<file path="src/hdl/cmpctl_defs.svh">
// Constants for the comparator control block: offsets, field positions, codes.
// Assumes inclusion by bare name from the package and the design files.
`ifndef CMPCTL_DEFS_SVH
`define CMPCTL_DEFS_SVH

// ****************************************
// Register map
// ****************************************
`define CMPCTL_CTRL_OFFSET    8'h50
`define CMPCTL_PINDIS_OFFSET  8'h7F
`define CMPCTL_IO_BIAS        8'h20
`define CMPCTL_IO_LIMIT       8'h60
`define CMPCTL_READ_IDLE      8'h00

// ****************************************
// Control and status fields
// ****************************************
`define CMPCTL_POWER_OFF_BIT  7
`define CMPCTL_BANDGAP_BIT    6
`define CMPCTL_RESULT_BIT     5
`define CMPCTL_FLAG_BIT       4
`define CMPCTL_IRQ_EN_BIT     3
`define CMPCTL_ROUTE_BIT      2
`define CMPCTL_MODE_HI        1
`define CMPCTL_MODE_LO        0
`define CMPCTL_POS_BUF_BIT    0
`define CMPCTL_NEG_BUF_BIT    1

// ****************************************
// Reset values and event mode codes
// ****************************************
`define CMPCTL_RESET_BIT      1'b0
`define CMPCTL_RESET_MODE     2'h0
`define CMPCTL_RESET_CHANNEL  3'h0
`define CMPCTL_MODE_TOGGLE    2'h0
`define CMPCTL_MODE_RESERVED  2'h1
`define CMPCTL_MODE_FALLING   2'h2
`define CMPCTL_MODE_RISING    2'h3

`endif

</file>
<file path="src/hdl/cmpctl_pkg.sv">
// Types shared by the comparator control block.
// Assumes the constants header is on the include path.
`include "cmpctl_defs.svh"

package cmpctl_pkg;

  typedef logic [7:0] cmpctl_byte_t;

  typedef enum logic [1:0] {
    CMPCTL_TOGGLE   = `CMPCTL_MODE_TOGGLE,
    CMPCTL_RESERVED = `CMPCTL_MODE_RESERVED,
    CMPCTL_FALLING  = `CMPCTL_MODE_FALLING,
    CMPCTL_RISING   = `CMPCTL_MODE_RISING
  } cmpctl_mode_e;

endpackage : cmpctl_pkg

</file>
<file path="src/hdl/cmpctl_sync.sv">
// Two-stage synchroniser for the raw comparator level.
// Assumes one system clock and synchronous active-high reset.
`include "cmpctl_defs.svh"

module cmpctl_sync (
  input  wire logic i_clock,
  input  wire logic i_reset,
  input  wire logic i_level,
  output logic      o_level
);

  logic stage1_q;

  // First stage is read only by the second
  always_ff @(posedge i_clock) begin
    if (i_reset) begin
      stage1_q <= `CMPCTL_RESET_BIT;
      o_level  <= `CMPCTL_RESET_BIT;
    end else begin
      stage1_q <= i_level;
      o_level  <= stage1_q;
    end
  end

endmodule : cmpctl_sync

</file>
<file path="src/hdl/cmpctl_event.sv">
// Edge detector on the synchronised comparator level, per selected mode.
// Assumes the level input is already in the system clock domain.
`include "cmpctl_defs.svh"

module cmpctl_event (
  input  wire logic                 i_clock,
  input  wire logic                 i_reset,
  input  wire logic                 i_level,
  input  wire cmpctl_pkg::cmpctl_mode_e i_mode,
  output logic                      o_event
);

  logic prev_q;

  always_ff @(posedge i_clock) begin
    if (i_reset) begin
      prev_q <= `CMPCTL_RESET_BIT;
    end else begin
      prev_q <= i_level;
    end
  end

  // Reserved code never matches
  always_comb begin
    unique case (i_mode)
      cmpctl_pkg::CMPCTL_TOGGLE:   o_event = i_level ^ prev_q;
      cmpctl_pkg::CMPCTL_RESERVED: o_event = 1'b0;
      cmpctl_pkg::CMPCTL_FALLING:  o_event = prev_q & ~i_level;
      cmpctl_pkg::CMPCTL_RISING:   o_event = ~prev_q & i_level;
    endcase
  end

endmodule : cmpctl_event

</file>
<file path="src/hdl/cmpctl_top.sv">
// Comparator control: input selection, result sync, events, pin buffer gating.
// Assumes the analog comparator, converter and timer capture sit outside,
// and the core drives the I/O register port synchronous to i_clock.
`include "cmpctl_defs.svh"

module cmpctl_top (
  input  wire logic        i_clock,
  input  wire logic        i_reset,
  input  wire logic [7:0]  i_io_addr,
  input  wire logic        i_io_space,
  input  wire logic        i_io_write,
  input  wire logic        i_io_read,
  input  wire logic [7:0]  i_io_wdata,
  output logic      [7:0]  o_io_rdata,
  input  wire logic        i_compare_raw,
  input  wire logic        i_negative_mux_enable,
  input  wire logic        i_converter_enable,
  input  wire logic        i_converter_power_reduce,
  input  wire logic [2:0]  i_channel_select_low,
  input  wire logic        i_global_irq_enable,
  input  wire logic        i_irq_vector_taken,
  input  wire logic        i_positive_pin_digital,
  input  wire logic        i_negative_pin_digital,
  output logic             o_compare_result,
  output logic             o_comparator_power_off,
  output logic             o_positive_bandgap_sel,
  output logic             o_negative_from_channel,
  output logic      [2:0]  o_negative_channel,
  output logic             o_irq_request,
  output logic             o_capture_input,
  output logic             o_positive_pin_buffer_off,
  output logic             o_negative_pin_buffer_off,
  output logic             o_positive_pin_read,
  output logic             o_negative_pin_read
);

  // ****************************************
  // Address decode
  // ****************************************
  // I/O-space alias exists only for the low window below the extended area
  function automatic logic cmpctl_hit(input logic [7:0] addr, input logic io_space, input logic [7:0] data_off);
    logic hit;
    hit = 1'b0;
    if (io_space) begin
      hit = (data_off < `CMPCTL_IO_LIMIT) && (addr == (data_off - `CMPCTL_IO_BIAS));
    end else begin
      hit = (addr == data_off);
    end
    return hit;
  endfunction : cmpctl_hit

  logic                      ctrl_hit;
  logic                      pindis_hit;
  logic                      ctrl_write;
  logic                      pindis_write;
  logic                      raw_eff;
  logic                      event_hit;
  logic                      flag_q;
  logic                      irq_en_q;
  logic                      route_q;
  logic                      bandgap_q;
  logic                      power_off_q;
  logic [1:0]                buf_off_q;
  logic [1:0]                pin_read_q;
  logic [1:0]                pin_digital;
  cmpctl_pkg::cmpctl_mode_e  mode_q;
  cmpctl_pkg::cmpctl_byte_t  ctrl_view;
  cmpctl_pkg::cmpctl_byte_t  pindis_view;
  cmpctl_pkg::cmpctl_byte_t  rdata_d;

  assign ctrl_hit     = cmpctl_hit(i_io_addr, i_io_space, `CMPCTL_CTRL_OFFSET);
  assign pindis_hit   = cmpctl_hit(i_io_addr, i_io_space, `CMPCTL_PINDIS_OFFSET);
  assign ctrl_write   = i_io_write & ctrl_hit;
  assign pindis_write = i_io_write & pindis_hit;

  // ****************************************
  // Result path
  // ****************************************
  // Powered-off comparator reads low; the step can raise an event
  assign raw_eff = i_compare_raw & ~power_off_q;

  cmpctl_sync u_sync (
    .i_clock (i_clock),
    .i_reset (i_reset),
    .i_level (raw_eff),
    .o_level (o_compare_result)
  );

  cmpctl_event u_event (
    .i_clock (i_clock),
    .i_reset (i_reset),
    .i_level (o_compare_result),
    .i_mode  (mode_q),
    .o_event (event_hit)
  );

  // ****************************************
  // Control register
  // ****************************************
  always_ff @(posedge i_clock) begin
    if (i_reset) begin
      power_off_q <= `CMPCTL_RESET_BIT;
      bandgap_q   <= `CMPCTL_RESET_BIT;
      irq_en_q    <= `CMPCTL_RESET_BIT;
      route_q     <= `CMPCTL_RESET_BIT;
      mode_q      <= cmpctl_pkg::cmpctl_mode_e'(`CMPCTL_RESET_MODE);
    end else if (ctrl_write) begin
      power_off_q <= i_io_wdata[`CMPCTL_POWER_OFF_BIT];
      bandgap_q   <= i_io_wdata[`CMPCTL_BANDGAP_BIT];
      irq_en_q    <= i_io_wdata[`CMPCTL_IRQ_EN_BIT];
      route_q     <= i_io_wdata[`CMPCTL_ROUTE_BIT];
      mode_q      <= cmpctl_pkg::cmpctl_mode_e'(i_io_wdata[`CMPCTL_MODE_HI:`CMPCTL_MODE_LO]);
    end
  end

  // Set beats any clear in the same cycle
  always_ff @(posedge i_clock) begin
    if (i_reset) begin
      flag_q <= `CMPCTL_RESET_BIT;
    end else if (event_hit) begin
      flag_q <= 1'b1;
    end else if (i_irq_vector_taken || (ctrl_write && i_io_wdata[`CMPCTL_FLAG_BIT])) begin
      flag_q <= 1'b0;
    end
  end

  always_ff @(posedge i_clock) begin
    if (i_reset) begin
      o_irq_request <= `CMPCTL_RESET_BIT;
    end else begin
      o_irq_request <= flag_q & irq_en_q & i_global_irq_enable;
    end
  end

  // Timer front end does its own filtering and edge choice
  always_ff @(posedge i_clock) begin
    if (i_reset) begin
      o_capture_input <= `CMPCTL_RESET_BIT;
    end else begin
      o_capture_input <= route_q & o_compare_result;
    end
  end

  // ****************************************
  // Input selection
  // ****************************************
  always_ff @(posedge i_clock) begin
    if (i_reset) begin
      o_negative_from_channel <= `CMPCTL_RESET_BIT;
      o_negative_channel      <= `CMPCTL_RESET_CHANNEL;
    end else begin
      o_negative_from_channel <= i_negative_mux_enable & ~i_converter_enable
                                 & ~i_converter_power_reduce;
      o_negative_channel      <= i_channel_select_low;
    end
  end

  always_ff @(posedge i_clock) begin
    if (i_reset) begin
      o_positive_bandgap_sel <= `CMPCTL_RESET_BIT;
      o_comparator_power_off <= `CMPCTL_RESET_BIT;
    end else begin
      o_positive_bandgap_sel <= ctrl_write ? i_io_wdata[`CMPCTL_BANDGAP_BIT] : bandgap_q;
      o_comparator_power_off <= ctrl_write ? i_io_wdata[`CMPCTL_POWER_OFF_BIT] : power_off_q;
    end
  end

  // ****************************************
  // Pin digital buffers
  // ****************************************
  always_ff @(posedge i_clock) begin
    if (i_reset) begin
      buf_off_q <= {2{`CMPCTL_RESET_BIT}};
    end else if (pindis_write) begin
      buf_off_q[`CMPCTL_POS_BUF_BIT] <= i_io_wdata[`CMPCTL_POS_BUF_BIT];
      buf_off_q[`CMPCTL_NEG_BUF_BIT] <= i_io_wdata[`CMPCTL_NEG_BUF_BIT];
    end
  end

  assign pin_digital[`CMPCTL_POS_BUF_BIT] = i_positive_pin_digital;
  assign pin_digital[`CMPCTL_NEG_BUF_BIT] = i_negative_pin_digital;

  for (genvar g = 0; g < 2; g++) begin : g_pin
    always_ff @(posedge i_clock) begin
      if (i_reset) begin
        pin_read_q[g] <= `CMPCTL_RESET_BIT;
      end else begin
        pin_read_q[g] <= pin_digital[g] & ~buf_off_q[g];
      end
    end
  end

  assign o_positive_pin_read       = pin_read_q[`CMPCTL_POS_BUF_BIT];
  assign o_negative_pin_read       = pin_read_q[`CMPCTL_NEG_BUF_BIT];
  assign o_positive_pin_buffer_off = buf_off_q[`CMPCTL_POS_BUF_BIT];
  assign o_negative_pin_buffer_off = buf_off_q[`CMPCTL_NEG_BUF_BIT];

  // ****************************************
  // Read path
  // ****************************************
  always_comb begin
    ctrl_view                             = `CMPCTL_READ_IDLE;
    ctrl_view[`CMPCTL_POWER_OFF_BIT]      = power_off_q;
    ctrl_view[`CMPCTL_BANDGAP_BIT]        = bandgap_q;
    ctrl_view[`CMPCTL_RESULT_BIT]         = o_compare_result;
    ctrl_view[`CMPCTL_FLAG_BIT]           = flag_q;
    ctrl_view[`CMPCTL_IRQ_EN_BIT]         = irq_en_q;
    ctrl_view[`CMPCTL_ROUTE_BIT]          = route_q;
    ctrl_view[`CMPCTL_MODE_HI:`CMPCTL_MODE_LO] = mode_q;
    pindis_view                           = `CMPCTL_READ_IDLE;
    pindis_view[`CMPCTL_NEG_BUF_BIT:`CMPCTL_POS_BUF_BIT] = buf_off_q;
    rdata_d                               = `CMPCTL_READ_IDLE;
    if (ctrl_hit) begin
      rdata_d = ctrl_view;
    end else if (pindis_hit) begin
      rdata_d = pindis_view;
    end
  end

  // Unmapped reads and idle cycles return zero
  always_ff @(posedge i_clock) begin
    if (i_reset) begin
      o_io_rdata <= `CMPCTL_READ_IDLE;
    end else begin
      o_io_rdata <= i_io_read ? rdata_d : `CMPCTL_READ_IDLE;
    end
  end
endmodule : cmpctl_top

</file>
<file path="config.mk">
export PLATFORM = sky130hd
export DESIGN_NAME = cmpctl_top
export DESIGN_NICKNAME = d
export VERILOG_FILES = /design/src/hdl/cmpctl_pkg.sv /design/src/hdl/cmpctl_sync.sv /design/src/hdl/cmpctl_event.sv /design/src/hdl/cmpctl_top.sv
export VERILOG_INCLUDE_DIRS = /design/src /design/src/hdl
export SDC_FILE = /design/constraint.sdc
export NUM_CORES = 1
export LEC_CHECK = 0
export ABC_CLOCK_PERIOD_IN_PS = 4500
export BUFFER_PORTS_ARGS = -buffer_cell sky130_fd_sc_hd__buf_2
export CORE_AREA = 5 5 63 65
export DETAILED_ROUTE_END_ITERATION = 12
export DIE_AREA = 0 0 68 70
export GPL_TIMING_DRIVEN = 0
export HOLD_SLACK_MARGIN = 0.15
export SLEW_MARGIN = 20
export SYNTH_ARGS = -nofsm -noshare
export SYNTH_HDL_FRONTEND = slang
export SYNTH_HIERARCHICAL = 1
export SYNTH_SLANG_ARGS = --single-unit
</file>
<file path="constraint.sdc">
create_clock -name i_clock -period 4.5 [get_ports i_clock]
set_clock_uncertainty 0.2 [all_clocks]
set_input_delay 0.9 -clock i_clock [delete_from_list [all_inputs] [get_ports i_clock]]
set_output_delay 0.9 -clock i_clock [all_outputs]
set_load 0.05 [all_outputs]
</file>
# After elaboration in Yosys (flattened, before gate mapping)
# Cells that the tools add are included.
dict set report word_totals {
  rom_bits 0
  wordCells 56
  mem_count 0
  regBits 28
  latch_bits 0
  ramBits 0
}
dict set report classes {
  add_sub_neg 0
  n_eq_ne 6
  bitwise 21
  n_shift 0
  div 0
  n_mul 0
  mux 7
  magnitude_cmp 0
  n_reduce_logical 5
}
# cell n
set ops {}
lappend ops {{$eq A8 B7 Y1 const B} 2}
lappend ops {{$and A1 B1 Y1} 12}
lappend ops {{$eq A8 B6 Y1 const B} 1}
lappend ops {{$mux W8} 1}
lappend ops {{$not A1 Y1} 8}
lappend ops {{$eq A2 B2 Y1 const B} 2}
lappend ops {{$mux W1} 4}
lappend ops {{$pmux W1 S4} 1}
lappend ops {{$eq A2 B1 Y1 const B} 1}
lappend ops {{$logic_not A2 Y1} 1}
lappend ops {{$mux W2} 1}
lappend ops {{$reduce_bool A2 Y1} 1}
lappend ops {{$reduce_or A2 Y1} 1}
lappend ops {{$logic_and A1 B1 Y1} 1}
lappend ops {{$logic_or A1 B1 Y1} 1}
lappend ops {{$xor A1 B1 Y1} 1}

# Logic depth before layout (Yosys ltp)
dict set report depth {
  depth_word 7
  ltp_mapped 6
  depth_no_buf 6
}

# Modules after synthesis
# The synthesis kept the hierarchy.
# module seq_area_each_um2 area_per_inst_um2 cells_each instances
set by_module_without_submodules {}
lappend by_module_without_submodules {cmpctl_top 500.5 984.7 88 1}
lappend by_module_without_submodules {cmpctl_event 20.0 86.3 10 1}
lappend by_module_without_submodules {cmpctl_sync 40.0 52.6 4 1}

# Least setup slack after synthesis
# Ideal clock, no wire load.
dict set report synth_path {
  path_type {in2reg}
  from {input i_io_addr[0]}
  to {register flag_q}
  path_buffers 0
  required_ps 4152
  t_arrival_ps 2197
  stages 3
  setup_slack_ps 1955
  path_cell_list {or4_4 a2111oi_4 a311oi_1}
}
dict set report synth_between {
  elab_chain_cells 6
  elab_cells_between_ends 7
  cone_classes {eq/ne: 2; mux: 1; bitwise: 1; reduce/logical: 3}
}
# item line_no
set synth_rtl {}
lappend synth_rtl {{start, declared} cmpctl_top.sv:9} ;# input wire logic [7:0] i_io_addr,
lappend synth_rtl {{$eq A8 B7 Y1 or $eq A8 B6 Y1 (tied branches)} {cmpctl_top.sv:47, cmpctl_top.sv:45}}
lappend synth_rtl {{$mux W1 *} cmpctl_top.sv:44} ;# if (io_space) begin
lappend synth_rtl {{$and A1 B1 Y1 *} cmpctl_top.sv:73} ;# assign ctrl_write = i_io_write & ctrl_hit;
lappend synth_rtl {{$logic_and A1 B1 Y1 *} cmpctl_top.sv:122} ;# end else if (i_irq_vector_taken || (ctrl_write && i_io_wdata[`CMPCTL_FLAG_BIT])) begin
lappend synth_rtl {{$logic_or A1 B1 Y1 *} cmpctl_top.sv:122}
lappend synth_rtl {{$reduce_bool A2 Y1 (no source line) *} -}
lappend synth_rtl {{end signal, assigned} cmpctl_top.sv:119} ;# flag_q <= `CMPCTL_RESET_BIT;
lappend synth_rtl {{end, declared} cmpctl_top.sv:58} ;# logic flag_q;
# Mark *: on every way between the ends. The rest lies on a longest branch, timed or not.
# A chain may end at the register's enable or synchronous reset.

# Worst setup path after layout
dict set report layout_path {
  from {input i_io_addr[0]}
  to {register irq_en_q}
}
dict set report layout_between {
  elab_chain_cells 3
  elab_cells_between_ends 4
  cone_classes {eq/ne: 2; mux: 1; bitwise: 1}
}
# item line_no
set layout_rtl {}
lappend layout_rtl {{$eq A8 B7 Y1 or $eq A8 B6 Y1 (tied branches)} {cmpctl_top.sv:47, cmpctl_top.sv:45}}
lappend layout_rtl {{$mux W1 *} cmpctl_top.sv:44}
lappend layout_rtl {{$and A1 B1 Y1 *} cmpctl_top.sv:73}
lappend layout_rtl {{end signal, assigned} cmpctl_top.sv:104} ;# irq_en_q <= `CMPCTL_RESET_BIT;
lappend layout_rtl {{end signal, assigned} cmpctl_top.sv:110} ;# irq_en_q <= i_io_wdata[`CMPCTL_IRQ_EN_BIT];
lappend layout_rtl {{end, declared} cmpctl_top.sv:59} ;# logic irq_en_q;
# Marked as above.

==> reports/results.tsv <==
stage	metric	value	unit
logic_synthesis	most frequent cells after synthesis	28 x dfxtp_1, 14 x nand2b_1, 9 x nor2b_1	
setup_path	Arr. time, crit path	2.52	ns
clock_tree	number of setup buffers added after CTS	0	
min_path	worst hold path class	flop to flop	
clock_tree	# hold bufs at CTS	0	
cells_and_area	Final Util	44.8	%
detailed_routing	post-route ant nets	0	
detailed_routing	final wirelength	2410	µm
setup_path	CP Capture Point	irq_en_q	
setup_path	R2R setup slack	2.81	ns
timing	Hold Violations, Final	0	
logic_synthesis	top cells by area, synth	dfxtp_1 50%, nand2b_1 7.8%, mux2i_1 5.3%	
timing	Slew @ Worst Pin	0.694	ns
timing	RSZ-0062 raised after global routing	false	
timing	fin crit share	55.0	%
clock_tree	clock slew at the register clock pins of the worst setup and hold paths	0.13	ns
setup_path	worst reg-to-reg path cell count	6	
min_path	hold path cells	2	
cells_and_area	FF+latch area	561	µm²
global_routing	GRT Total Usage	10.6	%
clock_tree	Clock Path Buffers	2	
die	Die X	68	µm
logic_synthesis	Synthesized Nets	136	
setup_path	Reg-to-Reg End	flag_q	
timing	Max Fclk	404	MHz
setup_path	crit end category	flop	
detailed_routing	DR iter-0 viols	31	
job	Max-Cap Viols	0	
setup_path	worst setup path class	input pin to flop	
logic_synthesis	ys async rst share	0	%
power_and_ir_drop	Pwr Total	420	µW
logic_synthesis	synthesized area per cell	11.0	µm²
placement	RePlAce Congestion	0.752	
setup_path	crit-path max FO	7	
clock_tree	post-CTS sizing	0	
cells_and_area	fill count	338	
setup_path	Worst Path Required	4.55	ns
power_and_ir_drop	Pwr per Cell Area	285	mW/mm²
die	area of the core	0.00328	mm²
timing	relative slew slack	53.7	%
placement	dpl hpwl	1980	µm
placement	placed cell count	199	
timing	crit path time final	2.47	ns
clock_tree	CTS H-tree lvls	1	
logic_synthesis	Ys Warns	6	
timing	Sum Neg Setup Slack	0	ns
clock_tree	TritonCTS clock tree	yes	
cells_and_area	Antenna Cells	0	
detailed_routing	via count	903	
detailed_routing	wire per inst	11.8	µm
logic_synthesis	number of flops mapped to enable cells by yosys	0	
die	IO Count	53	
logic_synthesis	synthesized cell area	0.00112	mm²
logic_synthesis	Top FF cell, synth	dfxtp_1	
detailed_routing	post-DR vias/cell	4.45	
cells_and_area	P&R area growth vs syn	31.1	%
timing	Final Max Slew Viols	0	
cells_and_area	nets@finish	192	
die	Die Span Y	70	µm
cells_and_area	Layout Cells excl Fill	203	
setup_path	crit path launch	i_io_addr[0]	
logic_synthesis	sequential share of the synthesized area	49.9	%
placement	IO buf count	51	
clock_tree	Sink Count	28	
logic_synthesis	Post-Syn Instances	102	
detailed_routing	Pre-Repair DR Iteration Count	4	
global_routing	largest net degree at the start of global routing	16	
die	initial core utilization	34.2	%
die	FP Rows	21	
power_and_ir_drop	Leak Pwr	0.645	nW
global_routing	number of global-route vias before repair	948	
logic_synthesis	most frequent cell after synthesis	dfxtp_1	
logic_synthesis	Synth top area share	49.9	%
power_and_ir_drop	Peak VDD IR	0.104	mV
clock_tree	Root Buffer	clkbuf_4	
logic_synthesis	Synth area leader	dfxtp_1	
detailed_routing	drt drc	0	
setup_path	r2r startpoint	u_sync/o_level	
global_routing	initial antenna violation count	0	
clock_tree	Worst-Skew Late Latency	0.32	ns
global_routing	grt ovf	0	
outcome	status	finished clean	
cells_and_area	layout cells sized above 1	38.9	%
setup_path	crit start category	input pin	
cells_and_area	area of the multi-input gates	537	µm²
timing	final setup fails	0	
clock_tree	CTS buffer count	3	
global_routing	first-pass GRT wire length	4020	µm
die	die area	0.00476	mm²
logic_synthesis	Distinct cells, synth	28	
logic_synthesis	post-synthesis register bit count	28	
## area by class of cell
type,instances,area share (%)
Inverter,5,1.27
Clock buffer,4,2.46
Timing Repair Buffer,51,17.3
Tap cell,46,3.91
Multi-Input combinational cell,67,36.4
Sequential cell,28,38.1
Buffer,2,0.510
## cells by family (layout without fill, tap and decap cells)
kind of cell | Yosys count | after routing | synth area share [%]
adder cells (fa/ha/maj) | 2 | 2 | 2.23
buffers and inverters | 7 | 62 | 2.34
AND/OR/NAND/NOR | 48 | 48 | 29.2
multiplexers | 6 | 6 | 5.35
flip-flops | 28 | 28 | 49.9
AO/OA/AOI/OAI | 11 | 11 | 11.0
## metrics by stage
step,hold WS [ns],cell area (µm²),setup slack [ns]
after floorplan,0.214,1120,1.95
after global placement,0.226,1440,1.67
after detailed placement,0.229,1440,1.66
after CTS,0.260,1470,2.01
after global routing,0.276,1470,1.97
final,0.257,1470,2.03
## placed cells by master (no fill, tap or decap), drive strengths merged
master	synthesis	layout
clkbuf	2	6
nor4b	1	1
dfxtp	28	28
nand4	3	3
and2	6	6
nand2	1	1
a311oi	1	1
and4b	2	2
nand3	1	1
o31ai	3	3
nand2b	14	14
nor4bb	1	1
or4	1	1
a21oi	3	3
nand3b	1	1
nand4b	1	1
or3b	1	1
mux2i	6	6
inv	5	5
nor2	2	2
nor3b	2	2
and4	2	2
buf	0	51
a2111oi	2	2
a22o	2	2
ha	2	2
nor2b	9	9
## state kept, by name, indices dropped and copies added (netlist names), 2 cells and up
signal,flops
buf_off_q,2
o_io_rdata,8
o_negative_channel,3
mode_q,2
## metal layers
layer	wire length (µm)	track usage (%)
met3	156	2.08
met4	27	4.19
met5	0	0
met1	1010	12.3
met2	1210	18.6
## power by group
group,switching [mW],internal [mW]
clock network,0.0676,0.0494
registers,0.00165,0.252
logic,0.0282,0.0208
## critical path, cell delays in order
cell,delay (ns)
buf_2,0.11
or4_4,0.57
a2111oi_4,0.69
mux2i_1,0.25
## how the worst min path moves through the flow
stage	from	to	slack, ns
after floorplan	u_sync/stage1_q	u_sync/o_level	0.21
after global placement	u_sync/stage1_q	u_sync/o_level	0.23
after detailed placement	u_sync/stage1_q	u_sync/o_level	0.23
after CTS	u_sync/stage1_q	u_sync/o_level	0.26
after global routing	u_sync/stage1_q	u_sync/o_level	0.28
final	route_q	o_capture_input	0.26
No activity file was read; power rests on OpenSTA's default activity.
